<file path="src/common/vector_packet_formatter_cfg.svh">
// constants of the vector packet formatter: register offsets, bit
// positions, reset values and code points.
// assumes it is included by bare name after the package or a module header.
`ifndef VECTOR_PACKET_FORMATTER_CFG_SVH
`define VECTOR_PACKET_FORMATTER_CFG_SVH

// wishbone register byte offsets
`define REG_CTRL 8'h00
`define REG_IRQ_STATUS 8'h04
`define REG_IRQ_MASK 8'h08
`define REG_LAST_PKT 8'h0C
`define REG_PKT_COUNT 8'h10
`define REG_LEVEL 8'h14

// control bits
`define CTRL_ENABLE_BIT 0
`define CTRL_RESET 2'h0
`define CTRL_WIDTH 2
`define CTRL_FLUSH_BIT 1

// interrupt bits, same layout in status and mask
`define IRQ_WIDTH 3
`define IRQ_SENT_BIT 0
`define IRQ_VEC_ERR_BIT 1
`define IRQ_DROP_BIT 2
`define IRQ_RESET 3'h0

// vector type codes in byte 2 bits 2..0
`define VT_SECURE 3'h0
`define VT_SHORT_INSTR 3'h1
`define VT_ALPHA 3'h5
`define VT_HEX 3'h6

// instruction type codes
`define IT_TEMP_ADDR 3'h0
`define IT_EVENT 3'h1
`define IT_TEMP_SEQ 3'h2

// packet geometry
`define PKT_BITS 32
`define BIT_CNT_LAST 5'h1F
`define PKT_RESET 32'h0000_0000

`endif

</file>
<file path="src/common/vector_packet_formatter_pkg.sv">
// types shared by the vector packet formatter and its two helpers.
// assumes the decoder upstream fills the word structs on the same clock.
`default_nettype none

package vector_packet_formatter_pkg;

  typedef logic [6:0] word_pos_t;
  typedef logic [31:0] packet_t;

  // one decoded vector word with everything a packet needs
  typedef struct packed {
    word_pos_t vector_word_position;
    logic [1:0] phase;
    logic [2:0] vtype;
    logic long_addr;
    logic bit_err_gt2;
    logic check_fail;
    logic invalid;
    logic [6:0] msg_len;
    word_pos_t msg_start;
    logic [2:0] itype;
    logic [3:0] tmp_addr;
    logic [6:0] frame;
    logic [10:0] events;
    logic [5:0] message_sequence_number;
  } vector_in_s;

  // one decoded message word
  typedef struct packed {
    word_pos_t vector_word_position;
    logic [1:0] phase;
    logic bit_err_gt2;
    logic [20:0] info;
  } msg_in_s;

  typedef enum logic [1:0] {
    LINK_IDLE = 2'b01,
    LINK_SHIFT = 2'b10
  } link_state_e;

endpackage

`default_nettype wire

</file>
<file path="src/verilog/msg_window.sv">
// message word window: remembers which frame word positions belong to
// the last loaded vector if it was error-free. assumes one vector load per frame per address.
`default_nettype none
`include "vector_packet_formatter_cfg.svh"

module msg_window (
  input wire logic clk_i,
  input wire logic rst_i,
  input wire logic load_i,
  input wire vector_packet_formatter_pkg::vector_in_s vec_i,
  input wire logic vec_err_i,
  input wire logic clear_i,
  input wire logic query_i,
  input wire vector_packet_formatter_pkg::word_pos_t pos_i,
  output logic match_o
);

  logic first_pend;
  vector_packet_formatter_pkg::word_pos_t first_pos;
  vector_packet_formatter_pkg::word_pos_t range_start;
  logic [6:0] range_count;
  logic next_first_pend;
  vector_packet_formatter_pkg::word_pos_t next_first_pos;
  vector_packet_formatter_pkg::word_pos_t next_range_start;
  logic [6:0] next_range_count;
  logic is_long_msg;
  logic first_hit;
  logic range_hit;
  logic [7:0] range_end;

  // long-message vector types own a message field
  assign is_long_msg = (vec_i.vtype == `VT_SECURE) ||
                       (vec_i.vtype == `VT_ALPHA) ||
                       (vec_i.vtype == `VT_HEX);
  assign range_end = {1'b0, range_start} + {1'b0, range_count};
  assign first_hit = first_pend && (pos_i == first_pos);
  assign range_hit = (range_count != 7'h00) && (pos_i >= range_start) &&
                     ({1'b0, pos_i} < range_end);
  assign match_o = first_hit || range_hit;

  // window update; a new vector replaces the old window outright
  always_comb begin
    next_first_pend = first_pend;
    next_first_pos = first_pos;
    next_range_start = range_start;
    next_range_count = range_count;
    if (clear_i) begin
      next_first_pend = 1'b0;
      next_range_count = 7'h00;
    end else if (load_i) begin
      next_first_pend = 1'b0;
      next_range_count = 7'h00;
      next_first_pos = vec_i.vector_word_position + 7'h01;
      next_range_start = vec_i.msg_start;
      if (!vec_err_i && is_long_msg && vec_i.msg_len != 7'h00) begin
        // long address: first word right after the vector, b marks word two
        if (vec_i.long_addr) begin
          next_first_pend = 1'b1;
          next_range_count = vec_i.msg_len - 7'h01;
        end else begin
          next_range_count = vec_i.msg_len;
        end
      end else if (!vec_err_i && vec_i.long_addr &&
                   vec_i.vtype == `VT_SHORT_INSTR) begin
        next_first_pend = 1'b1;
      end
    end else if (query_i && first_hit) begin
      next_first_pend = 1'b0;
    end
  end

  always_ff @(posedge clk_i) begin
    if (rst_i) begin
      first_pend <= 1'b0;
      first_pos <= 7'h00;
      range_start <= 7'h00;
      range_count <= 7'h00;
    end else begin
      first_pend <= next_first_pend;
      first_pos <= next_first_pos;
      range_start <= next_range_start;
      range_count <= next_range_count;
    end
  end

endmodule // msg_window

`default_nettype wire

</file>
<file path="src/verilog/packet_link.sv">
// serial packet link, host is master: mode 0, msb first, 32 bits per
// select. assumes sck runs well below clk_i/4 so edges survive the sync.
`default_nettype none
`include "vector_packet_formatter_cfg.svh"

module packet_link (
  input wire logic clk_i,
  input wire logic rst_i,
  input wire vector_packet_formatter_pkg::packet_t pkt_i,
  input wire logic pkt_full_i,
  input wire logic sck_i,
  input wire logic cs_n_i,
  output logic miso_o,
  output logic done_o
);

  vector_packet_formatter_pkg::link_state_e state, next_state;
  logic [2:0] sck_sync, cs_sync;
  vector_packet_formatter_pkg::packet_t shreg, next_shreg;
  logic [4:0] bit_cnt, next_bit_cnt;
  logic loaded, next_loaded;
  logic next_done;
  logic sck_rise, sck_fall, cs_fall, cs_rise;

  // edges come from stages two and three only
  assign sck_rise = sck_sync[1] && !sck_sync[2];
  assign sck_fall = !sck_sync[1] && sck_sync[2];
  assign cs_fall = !cs_sync[1] && cs_sync[2];
  assign cs_rise = cs_sync[1] && !cs_sync[2];
  assign miso_o = shreg[`PKT_BITS-1];

  // shifter: load at select, change data on falling sck, count rising
  always_comb begin
    next_state = state;
    next_shreg = shreg;
    next_bit_cnt = bit_cnt;
    next_loaded = loaded;
    next_done = 1'b0;
    unique case (state)
      vector_packet_formatter_pkg::LINK_IDLE: begin
        if (cs_fall) begin
          next_shreg = pkt_i;
          next_loaded = pkt_full_i; // an empty holder reads as filler
          next_bit_cnt = 5'h00;
          next_state = vector_packet_formatter_pkg::LINK_SHIFT;
        end
      end
      vector_packet_formatter_pkg::LINK_SHIFT: begin
        if (cs_rise) begin
          next_state = vector_packet_formatter_pkg::LINK_IDLE;
        end else if (sck_rise) begin
          next_bit_cnt = bit_cnt + 5'h01;
          if (bit_cnt == `BIT_CNT_LAST) begin
            next_done = loaded;
            next_state = vector_packet_formatter_pkg::LINK_IDLE;
          end
        end else if (sck_fall) begin
          next_shreg = {shreg[`PKT_BITS-2:0], 1'b0};
        end
      end
    endcase
  end

  always_ff @(posedge clk_i) begin
    if (rst_i) begin
      state <= vector_packet_formatter_pkg::LINK_IDLE;
      sck_sync <= 3'h0;
      cs_sync <= 3'h7;
      shreg <= `PKT_RESET;
      bit_cnt <= 5'h00;
      loaded <= 1'b0;
      done_o <= 1'b0;
    end else begin
      state <= next_state;
      sck_sync <= {sck_sync[1:0], sck_i};
      cs_sync <= {cs_sync[1:0], cs_n_i};
      shreg <= next_shreg;
      bit_cnt <= next_bit_cnt;
      loaded <= next_loaded;
      done_o <= next_done;
    end
  end

endmodule // packet_link

`default_nettype wire

</file>
<file path="src/verilog/vector_packet_formatter.sv">
// vector packet formatter top: builds 4-byte vector and message packets,
// holds one for the host link, and exposes control over wishbone.
// assumes decoder inputs share clk_i; sck and select come from pins.
//
// Function
// - byte 3 carries the vector word position in bits 6..0, bit 7 zero.
// - long-message vectors flag an error for >2 bit errors, check fail or invalid value.
// - the phase a..d is reported as 0..3 in a two-bit field.
// - long-message vectors report the frame's message word count, 1 to 85.
// - long-message vectors report where the message starts, 3 to 87.
// - on long addresses the first message word follows the vector, start points at word two.
// - short instruction packets carry vector type 001.
// - instruction data splits into byte 1 bits 5..0 and byte 0 bits 7..3, type in bits 2..0.
// - short instruction vectors flag an error for >2 bit errors or check fail.
// - a good short instruction on a long address releases one following message packet.
// - type 000 packs temporary address index and seven-bit assigned frame.
// - type 001 passes eleven event flags straight through.
// - type 010 packs address index, frame msb and message sequence number.
// - message words of an error-free vector go out as message packets by word position.
//
// Added by the designer: the Wishbone interface to the registers and the address map.
`default_nettype none
`include "vector_packet_formatter_cfg.svh"

module vector_packet_formatter (
  input wire logic clk_i,
  input wire logic rst_i,
  input wire logic wb_cyc_i,
  input wire logic wb_stb_i,
  input wire logic wb_we_i,
  input wire logic [7:0] wb_adr_i,
  input wire logic [3:0] wb_sel_i,
  input wire logic [31:0] wb_dat_i,
  output logic [31:0] wb_dat_o,
  output logic wb_ack_o,
  input wire logic vec_valid_i,
  input wire vector_packet_formatter_pkg::vector_in_s vec_i,
  output logic vec_ready_o,
  input wire logic msg_valid_i,
  input wire vector_packet_formatter_pkg::msg_in_s msg_i,
  output logic msg_ready_o,
  input wire logic frame_start_i,
  input wire logic spi_sck_i,
  input wire logic spi_cs_n_i,
  output logic spi_miso_o,
  output logic pkt_ready_o,
  output logic irq_o
);

  // instruction data layout chosen by the instruction type
  function automatic logic [10:0] instr_data(
    input vector_packet_formatter_pkg::vector_in_s v
  );
    logic [10:0] d;
    d = v.events;
    unique case (v.itype)
      `IT_TEMP_ADDR: d = {v.tmp_addr, v.frame};
      `IT_EVENT: d = v.events;
      `IT_TEMP_SEQ: d = {v.tmp_addr, v.frame[6],
                         v.message_sequence_number};
      default: d = v.events; // reserved types carry raw bits
    endcase
    return d;
  endfunction

  // true for the vector types that carry a long message field
  function automatic logic is_long_type(input logic [2:0] t);
    return (t == `VT_SECURE) || (t == `VT_ALPHA) || (t == `VT_HEX);
  endfunction

  logic [`CTRL_WIDTH-1:0] ctrl, next_ctrl;
  logic [`IRQ_WIDTH-1:0] irq_status, next_irq_status;
  logic [`IRQ_WIDTH-1:0] irq_mask, next_irq_mask;
  logic [`IRQ_WIDTH-1:0] irq_event;
  logic [31:0] next_wb_dat;
  logic next_wb_ack;
  logic wb_req, wb_write, wb_fire;
  logic enable, flush;
  vector_packet_formatter_pkg::packet_t pkt, next_pkt;
  vector_packet_formatter_pkg::packet_t last_pkt, next_last_pkt;
  logic pkt_full, next_pkt_full;
  logic irq, next_irq;
  logic [15:0] pkt_count, next_pkt_count;
  logic [15:0] drop_count, next_drop_count;
  logic link_done;
  logic vec_take, msg_take;
  logic vec_err;
  logic in_window;
  logic msg_drop;
  vector_packet_formatter_pkg::packet_t vec_pkt, msg_pkt;
  logic [10:0] idata;

  assign enable = ctrl[`CTRL_ENABLE_BIT];
  assign flush = ctrl[`CTRL_FLUSH_BIT];

  // a single holding slot: inputs stall while it waits for the host,
  // trading throughput for no buffer; vectors win over message words
  assign vec_ready_o = enable && !pkt_full;
  assign msg_ready_o = enable && !pkt_full && !vec_valid_i;
  assign vec_take = vec_valid_i && vec_ready_o;
  assign msg_take = msg_valid_i && msg_ready_o;
  assign pkt_ready_o = pkt_full;
  assign irq_o = irq;

  // error flag depends on the vector kind
  always_comb begin
    if (vec_i.vtype == `VT_SHORT_INSTR) begin
      vec_err = vec_i.bit_err_gt2 || vec_i.check_fail;
    end else begin
      vec_err = vec_i.bit_err_gt2 || vec_i.check_fail ||
                vec_i.invalid;
    end
  end

  // vector packet assembly; unused bits stay zero for determinism
  always_comb begin
    idata = instr_data(vec_i);
    vec_pkt = `PKT_RESET;
    vec_pkt[31] = 1'b0;
    vec_pkt[30:24] = vec_i.vector_word_position;
    vec_pkt[23] = vec_err;
    vec_pkt[22:21] = vec_i.phase;
    vec_pkt[20:19] = 2'h0;
    vec_pkt[18:16] = vec_i.vtype;
    if (vec_i.vtype == `VT_SHORT_INSTR) begin
      vec_pkt[18:16] = `VT_SHORT_INSTR;
      vec_pkt[13:8] = idata[10:5];
      vec_pkt[7:3] = idata[4:0];
      vec_pkt[2:0] = vec_i.itype;
    end else if (is_long_type(vec_i.vtype)) begin
      vec_pkt[13:8] = vec_i.msg_len[6:1];
      vec_pkt[7] = vec_i.msg_len[0];
      vec_pkt[6:0] = vec_i.msg_start;
    end
  end

  // message packet assembly, identified by its own word position
  always_comb begin
    msg_pkt = `PKT_RESET;
    msg_pkt[30:24] = msg_i.vector_word_position;
    msg_pkt[23] = msg_i.bit_err_gt2;
    msg_pkt[22:21] = msg_i.phase;
    msg_pkt[20:0] = msg_i.info;
  end

  // a message word outside the live window is consumed and reported
  assign msg_drop = msg_take && !in_window;

  msg_window u_window (
    .clk_i(clk_i),
    .rst_i(rst_i),
    .load_i(vec_take),
    .vec_i(vec_i),
    .vec_err_i(vec_err),
    .clear_i(frame_start_i || !enable),
    .query_i(msg_take),
    .pos_i(msg_i.vector_word_position),
    .match_o(in_window)
  );

  packet_link u_link (
    .clk_i(clk_i),
    .rst_i(rst_i),
    .pkt_i(pkt),
    .pkt_full_i(pkt_full),
    .sck_i(spi_sck_i),
    .cs_n_i(spi_cs_n_i),
    .miso_o(spi_miso_o),
    .done_o(link_done)
  );

  // holding slot: filled by an accepted packet, freed by the host read
  always_comb begin
    next_pkt = pkt;
    next_pkt_full = pkt_full;
    next_last_pkt = last_pkt;
    next_pkt_count = pkt_count;
    next_drop_count = drop_count;
    if (link_done || flush) begin
      next_pkt_full = 1'b0;
    end
    if (link_done) begin
      next_last_pkt = pkt;
      next_pkt_count = pkt_count + 16'h0001;
    end
    if (vec_take) begin
      next_pkt = vec_pkt;
      next_pkt_full = 1'b1;
    end else if (msg_take && in_window) begin
      next_pkt = msg_pkt;
      next_pkt_full = 1'b1;
    end
    if (msg_drop) begin
      next_drop_count = drop_count + 16'h0001;
    end
  end

  always_ff @(posedge clk_i) begin
    if (rst_i) begin
      pkt <= `PKT_RESET;
      pkt_full <= 1'b0;
      last_pkt <= `PKT_RESET;
      pkt_count <= 16'h0000;
      drop_count <= 16'h0000;
    end else begin
      pkt <= next_pkt;
      pkt_full <= next_pkt_full;
      last_pkt <= next_last_pkt;
      pkt_count <= next_pkt_count;
      drop_count <= next_drop_count;
    end
  end

  // wishbone classic slave: one wait state, ack drops the cycle after
  assign wb_req = wb_cyc_i && wb_stb_i;
  assign wb_fire = wb_req && wb_ack_o;
  assign wb_write = wb_fire && wb_we_i && wb_sel_i[0];

  // events: host read done, vector error, stray message word
  always_comb begin
    irq_event = `IRQ_RESET;
    irq_event[`IRQ_SENT_BIT] = link_done;
    irq_event[`IRQ_VEC_ERR_BIT] = vec_take && vec_err;
    irq_event[`IRQ_DROP_BIT] = msg_drop;
  end

  // control, mask and sticky status; a new event beats a same-cycle clear
  always_comb begin
    next_ctrl = ctrl;
    next_irq_mask = irq_mask;
    next_irq_status = irq_status;
    next_ctrl[`CTRL_FLUSH_BIT] = 1'b0; // flush is a one-shot
    if (wb_write && wb_adr_i == `REG_CTRL) begin
      next_ctrl = wb_dat_i[`CTRL_WIDTH-1:0];
    end
    if (wb_write && wb_adr_i == `REG_IRQ_MASK) begin
      next_irq_mask = wb_dat_i[`IRQ_WIDTH-1:0];
    end
    if (wb_write && wb_adr_i == `REG_IRQ_STATUS) begin
      next_irq_status = irq_status & ~wb_dat_i[`IRQ_WIDTH-1:0];
    end
    next_irq_status = next_irq_status | irq_event;
    next_irq = |(next_irq_status & next_irq_mask);
  end

  // read mux, sampled with ack so data stands while ack is high
  always_comb begin
    next_wb_ack = wb_req && !wb_ack_o;
    next_wb_dat = 32'h0000_0000;
    unique case (wb_adr_i)
      `REG_CTRL: next_wb_dat[`CTRL_WIDTH-1:0] = ctrl;
      `REG_IRQ_STATUS: next_wb_dat[`IRQ_WIDTH-1:0] = irq_status;
      `REG_IRQ_MASK: next_wb_dat[`IRQ_WIDTH-1:0] = irq_mask;
      `REG_LAST_PKT: next_wb_dat = last_pkt;
      `REG_PKT_COUNT: next_wb_dat = {drop_count, pkt_count};
      `REG_LEVEL: next_wb_dat[0] = pkt_full;
      default: next_wb_dat = 32'h0000_0000; // unmapped reads zero
    endcase
  end

  always_ff @(posedge clk_i) begin
    if (rst_i) begin
      ctrl <= `CTRL_RESET;
      irq_mask <= `IRQ_RESET;
      irq_status <= `IRQ_RESET;
      irq <= 1'b0;
      wb_ack_o <= 1'b0;
      wb_dat_o <= 32'h0000_0000;
    end else begin
      ctrl <= next_ctrl;
      irq_mask <= next_irq_mask;
      irq_status <= next_irq_status;
      irq <= next_irq;
      wb_ack_o <= next_wb_ack;
      wb_dat_o <= next_wb_dat;
    end
  end

endmodule // vector_packet_formatter

`default_nettype wire

</file>
<file path="config.mk">
export PLATFORM = sky130hd
export DESIGN_NAME = vector_packet_formatter
export DESIGN_NICKNAME = d
export VERILOG_FILES = /design/src/common/vector_packet_formatter_pkg.sv /design/src/verilog/msg_window.sv /design/src/verilog/packet_link.sv /design/src/verilog/vector_packet_formatter.sv
export VERILOG_INCLUDE_DIRS = /design/src /design/src/common
export SDC_FILE = /design/constraint.sdc
export NUM_CORES = 1
export LEC_CHECK = 0
export ABC_AREA = 1
export ABC_CLOCK_PERIOD_IN_PS = 3450
export BUFFER_PORTS_ARGS = -buffer_cell sky130_fd_sc_hd__buf_2
export CAP_MARGIN = 20
export CORE_ASPECT_RATIO = 1.4
export CORE_UTILIZATION = 40
export CTS_BUF_LIST = sky130_fd_sc_hd__clkbuf_16
export CTS_CLUSTER_DIAMETER = 60
export CTS_CLUSTER_SIZE = 12
export DETAILED_ROUTE_END_ITERATION = 10
export HOLD_SLACK_MARGIN = 0.03
export PLACE_DENSITY = 0.63
export SYNTH_ARGS = -nofsm -noshare
export SYNTH_HDL_FRONTEND = slang
export SYNTH_SLANG_ARGS = --single-unit
</file>
<file path="constraint.sdc">
create_clock -name clk_i -period 3.45 [get_ports clk_i]
set_input_delay 0.1725 -clock clk_i [delete_from_list [all_inputs] [get_ports clk_i]]
set_output_delay 0.1725 -clock clk_i [all_outputs]
set_load 0.1 [all_outputs]
</file>
; ---- Yosys cells after proc, flatten, opt, wreduce, memory -nomap -nowiden
; Cells that the tools add are included.
; W data, S select, Z words.
[totals]
ff_bits = 206
inputBits = 146
out_inout_bits = 38
elab_cells = 160
[op_classes]
add_sub_neg = 6
order_cmp = 2
eq_ne = 20
mux = 37
n_bitwise = 9
reduce_logical = 62
[op_table]
columns = operator, count
row1 = $mux W32, 4
row2 = $pmux W32 S2, 1
row3 = $mux W31, 2
row4 = $pmux W29 S2, 1
row5 = $add A16 B1 Y16 const B, 2
row6 = $mux W14, 2
row7 = $logic_and A1 B1 Y1, 27
row8 = $pmux W11 S2, 1
row9 = $eq A8 B4 Y1 const B, 2
row10 = $eq A8 B5 Y1 const B, 2
row11 = $mux W5, 3
row12 = $mux W7, 2
row13 = $reduce_bool A7 Y1, 2
row14 = $logic_not A1 Y1, 10
row15 = $pmux W5 S2, 1
row16 = $mux W1, 9
row17 = $mux W3, 3
row18 = $add A7 B7 Y8, 1
row19 = $eq A8 B3 Y1 const B, 1
row20 = $logic_not A8 Y1, 1
row21 = $lt A7 B8 Y1, 1
row22 = $mux W2, 4
row23 = $add A7 B1 Y7 const B, 1
row24 = $eq A7 B7 Y1, 1
row25 = other kinds (30), 52

; ---- Depth between registers and ports, before layout
[depth]
ltp_word = 9
ltp_mapped = 19
mapped_depth_nobuf = 19

; ---- Hierarchy
; A second synthesis with hierarchy kept.
[unflattened]
cells_unflattened = 1487
hier_area_um2 = 10136.0
[modules_own_cells]
columns = module, instances, cells_each, area_each_um2, seq_area_each_um2
row1 = vector_packet_formatter, 1, 860, 6019.5, 2742.6
row2 = packet_link, 1, 359, 2277.2, 940.9
row3 = msg_window, 1, 268, 1839.3, 440.4

; ---- Worst setup path after synthesis
; Ideal clock, no wire load.
[synth_timing]
kind = register to register
startpoint = reg pkt_full (netlist: pkt_ready_o)
endpoint = reg drop_count[0]
setup_ps = 119
t_arrival_ps = 3888
required_time_ps = 3331
setup_slack_ps = -557
stages_incl_launch_ff = 8
path_buffers = 1
synth_period_minus_slack_ps = 4007
path_cell_list = dfxtp_1 > nor3_1 > nand2_1 > inv_2 > nand3_2 > buf_2 > o21ai_0 > a21oi_1
[synth_between]
elab_chain_cells = 5
[synth_rtl]
columns = item, line
row1 = from (decl), vector_packet_formatter.sv:81  ; logic pkt_full, next_pkt_full;
row2 = from (signal assigned), vector_packet_formatter.sv:207  ; pkt_full <= next_pkt_full;
row3 = $logic_not A1 Y1, vector_packet_formatter.sv:99  ; assign msg_ready_o = enable && !pkt_full && !vec_valid_i;
row4 = $logic_and A1 B1 Y1 (2 in a row), vector_packet_formatter.sv:99
row5 = net msg_ready_o, vector_packet_formatter.sv:41  ; output logic msg_ready_o,
row6 = $logic_and A1 B1 Y1, vector_packet_formatter.sv:101  ; assign msg_take = msg_valid_i && msg_ready_o;
row7 = $logic_and A1 B1 Y1, vector_packet_formatter.sv:147  ; assign msg_drop = msg_take && !in_window;
row8 = to (signal assigned), vector_packet_formatter.sv:210  ; drop_count <= next_drop_count;
row9 = to (decl), vector_packet_formatter.sv:84  ; logic [15:0] drop_count, next_drop_count;
; The timed path passes the listed nets, and every way through them passes these cells.
; A chain may end at the register's enable or synchronous reset.

; ---- Worst setup path after layout
[layout_timing]
startpoint = reg u_window.range_count[0]
endpoint = reg pkt[7]
[layout_between]
elab_chain_cells = 6
elab_cells_between_ends = 8
cone_classes = add/sub: 1 / order compare: 1 / reduce/logical: 6
[layout_rtl]
columns = item, line
row1 = from (decl), msg_window.sv:21  ; logic [6:0] range_count;
row2 = from (signal assigned), msg_window.sv:82  ; range_count <= next_range_count;
row3 = $add A7 B7 Y8 / $reduce_bool A7 Y1 (equally long branches), "msg_window.sv:35, msg_window.sv:37"
row4 = $lt A7 B8 Y1 / $logic_and A1 B1 Y1 (equally long branches), "msg_window.sv:38, msg_window.sv:37"
row5 = $logic_and A1 B1 Y1 *, msg_window.sv:37  ; assign range_hit = (range_count != 7'h00) && (pos_i >= range_start) &&
row6 = $logic_or A1 B1 Y1 *, msg_window.sv:39  ; assign match_o = first_hit || range_hit;
row7 = $logic_and A1 B1 Y1 *, vector_packet_formatter.sv:189  ; end else if (msg_take && in_window) begin
row8 = $reduce_bool A2 Y1 (no line) *, -
row9 = to (signal assigned), vector_packet_formatter.sv:200  ; pkt <= `PKT_RESET;
row10 = to (signal assigned), vector_packet_formatter.sv:206  ; pkt <= next_pkt;
row11 = to (decl), vector_packet_formatter.sv:79  ; vector_packet_formatter_pkg::packet_t pkt, next_pkt;
; Every way passes the cells marked *; elsewhere a longest branch is shown, timed or not.

==> impl_results.md <==
* Flops & latches, synth at 206
* Synthesized area at 10,000 um^2
* Hold_sp: msg_i[8]
* Drt drc at 1
* Clock power frac at 0.390
* DR vias/cell at 5.06
* # fillers at 2,481
* Arrival @ worst endpoint at 3.35 ns
* CTS tree: yes
* Pwr per Cell Area at 422 nW/um^2
* DR WL met2 at 12.9 mm
* Delay-heaviest family, CP: adder cells
* Tcrit/Tclk final at 0.852
* Placed cell count at 1,805
* Cts bufs inserted at 21
* Sw frac at 0.249
* DP Area at 11,000 um^2
* CP max-delay cell: fa_1
* Register-to-Register Setup Slack at 0.51 ns
* Wire length per cell at 14.0 um
* Io pins at 184
* Worst slew pin tran at 0.889 ns
* Met1 wire length at 11.2 mm
* Cell row count at 68
* Slew HR at 0.408
* Die area at 25,700 um^2
* Final setup viols at 0
* Nets@finish at 1,722
* Antenna-violating nets left at 0
* Crit-path most repeated cell: nand2_1
* Gr usage total at 0.203
* Mapped Nets at 1,563
* PortBufs at 151
* Status: finished with violations
* Skew final at 0.0200 ns
* CTS resizes at 0
* Crit-path max cell delay at 0.41 ns
* Largest net degree at the start of global routing at 81
* Final Max Slew Viols at 0
* WP data required at 3.87 ns
* Die height at 189 um
* Fmax at 340 MHz
* Crit-path cells: ha_1 > fa_1 > nand3_1 > nand2_1 > nand2_1 > nand2_1 > a21oi_1 > xor2_1 > ha_1 > inv_1 > nor2_2 > nand3_1 > nand3_2 > nand2_4 > buf_4 > nand3_1 > nand2_1 > inv_1 > a21oi_1
* Synth cell types at 42
* VDD IR-drop max at 0.000335 V
* Reg-to-Reg Start: u_window.range_count[0]
* Most common cell after layout, fill and taps aside: nand2_1
* Period minus WS final at 2.94 ns
* # clock sinks at 206
* Metal3 WL at 1.15 mm
* Root Driver: clkbuf_16
* Max-cap viol count at 0
* Overflow after GRT at 0
* Layout area overhead at 18.6%
* Crit path launch type: flop
* Register area share after synthesis at 0.412
* Final wirelength at 26.2 mm
* RSZ-0062 raised after global routing: no
* Most frequent cells in the layout: nand2_1 (215), inv_1 (213), dfxtp_1 (206)
* Static Leak at 4.89 nW
* DR iter-0 viols at 452
* Final hold viol count at 0
* DIE WIDTH at 136 um
* Syn Inst Count at 1,389
* Hold-fix buffers at CTS at 35
* Setup CP Type: reg -> reg
* P_sw at 1.25 mW
* Setup WS pre-CTS at 0.536 ns
* # diodes at 0
* Setup crit start: u_window.range_count[0]
* Ys Warns at 0
* Syn Area/Cell at 7.21 um^2
* CP max FO at 23
* Initial antenna violation count at 0
* DR pass1 iterations at 8
* Seq pwr share at 0.496
* Vias at 9,445
* Vias in the first global route at 8,840
* CTS Buffer Depth at 3
* Htree depth at 1
* Violated checks: design-rule violations
* Final WS setup at 0.511 ns
* Reg clk slew, reported paths at 0.06 ns
* Initial core utilization at 0.407
* Highest routed layer: met4
* Comb power frac at 0.114
* Hold crit path type: in -> reg
* Setup TNS at 0 ns
* Latest clock arrival within the worst-skew pair at 0.50 ns
* Post-route cell area at 11,900 um^2
* First-pass GRT wire length at 42.5 mm
* Critical path endpoint category: flop
* Core Region at 24,600 um^2
* Post-route insts no fill at 1,865
* Int Power at 3.76 mW
* Detailed placement HPWL at 18.9 mm
* Layout cells sized above 1 at 0.144
* Postcts setup bufs at 0
* Bufs and invs on worst path at 3
* GPL Wtd Cong at 0.902
## cell type report
cell class                      instances  area (um^2)  area share
Multi-Input combinational cell        898         4750       0.400
Sequential cell                       206         4120       0.347
Timing Repair Buffer                  203         1240       0.104
Inverter                              218          818      0.0689
Clock buffer                           21          526      0.0443
Tap cell                              315          394      0.0332
Clock inverter                          4         25.0     0.00211
## worst reg2reg max path, cell delays in order, from the launching register on
cell and delay [ns]:
dfxtp_1 0.35, ha_1 0.23, fa_1 0.41, nand3_1 0.09, nand2_1 0.08, nand2_1 0.06
nand2_1 0.05, a21oi_1 0.15, xor2_1 0.18, ha_1 0.25, inv_1 0.07, nor2_2 0.04
nand3_1 0.07, nand3_2 0.10, nand2_4 0.09, buf_4 0.29, nand3_1 0.11, nand2_1 0.09
inv_1 0.04, a21oi_1 0.10
## cells by family (layout without fill, tap and decap cells)
| kind of cell | Yosys count | in the layout | synth area share |
|---|---|---|---|
| adders and majority gates | 28 | 28 | 0.0358 |
| buffers and inverters | 285 | 446 | 0.114 |
| AOI/OAI and AO/OA | 344 | 344 | 0.198 |
| xor gates and xnor gates | 28 | 28 | 0.0245 |
| DFF | 206 | 206 | 0.412 |
| and+or+nand+nor | 498 | 498 | 0.216 |
## power by group through the flow
stage	combinational, mW	sequential (mW)	clock, mW
after floorplan	0.386	2.54	0
final	0.570	2.49	1.95
after CTS	0.571	2.49	2.02
after global routing	0.640	2.49	2.11
after detailed placement	0.535	2.54	0
after global placement	0.530	2.54	0
## path summary, 6_finish.rpt
kind | to | cells past startpoint
setup / recovery | pkt[7] | 19
hold / removal | pkt[8] | 5
setup reg to reg | pkt[7] | 19
hold reg to reg | u_link.sck_sync[1] | 2
## cell usage after synthesis
master	n	area share
buf_2	13	0.0065
a21oi_1	145	0.073
o211ai_1	3	0.0023
or2_2	7	0.0044
nor2_1	122	0.046
nand3b_4	1	0.0020
nand3_1	95	0.048
xor2_1	24	0.021
dfxtp_1	206	0.41
o211a_1	1	0.0010
o2bb2ai_1	1	0.00088
nor2_2	7	0.0044
o22ai_1	33	0.021
inv_2	4	0.0015
clkinv_1	3	0.0011
nor3_1	28	0.014
a21o_1	1	0.00075
o2111ai_1	1	0.00088
a211oi_1	57	0.043
fa_1	1	0.0020
a31oi_1	3	0.0019
a21oi_2	1	0.00088
inv_1	211	0.079
nor3_2	1	0.0010
nand3_2	3	0.0030
buf_4	4	0.0030
nor2_4	1	0.0011
buf_1	4	0.0015
nand2_4	2	0.0023
a211oi_2	1	0.0012
a31oi_4	2	0.0043
nand2_1	215	0.081
buf_6	5	0.0056
o21ai_1	2	0.0010
nand4_1	7	0.0044
nor4_1	8	0.0050
clkbuf_1	41	0.015
ha_1	27	0.034
o21ai_0	91	0.046
nand2_2	1	0.00063
xnor2_1	4	0.0035
o21a_1	2	0.0015
## routing by layer
layer / track usage / vias to the layer above
li1: - / 4871
met4: 0.0812 / 0
met1: 0.243 / 4285
met3: 0.0241 / 59
met2: 0.364 / 230
met5: 0 / -
## through the flow
stage          hold slack, ns   util  power, mW
6_report               0.0482  0.483       5.01
5_1_grt                0.0670  0.483       5.24
4_1_cts                0.0319  0.483       5.08
3_5_place_dp            0.357  0.446       3.08
3_3_place_gp            0.355  0.446       3.07
2_1_floorplan           0.262      -       2.92
## sequential cells by signal, indices dropped and copies added (netlist names), 3 cells and up
name and count:
u_link.shreg 32, wb_dat_o 32, last_pkt 31, pkt 31
drop_count 16, pkt_count 16, u_window.first_pos 7, u_window.range_count 7
u_window.range_start 7, u_link.bit_cnt 5, irq_mask 3, irq_status 3
u_link.cs_sync 3, u_link.sck_sync 3
Power figures use the tool's default switching activity.
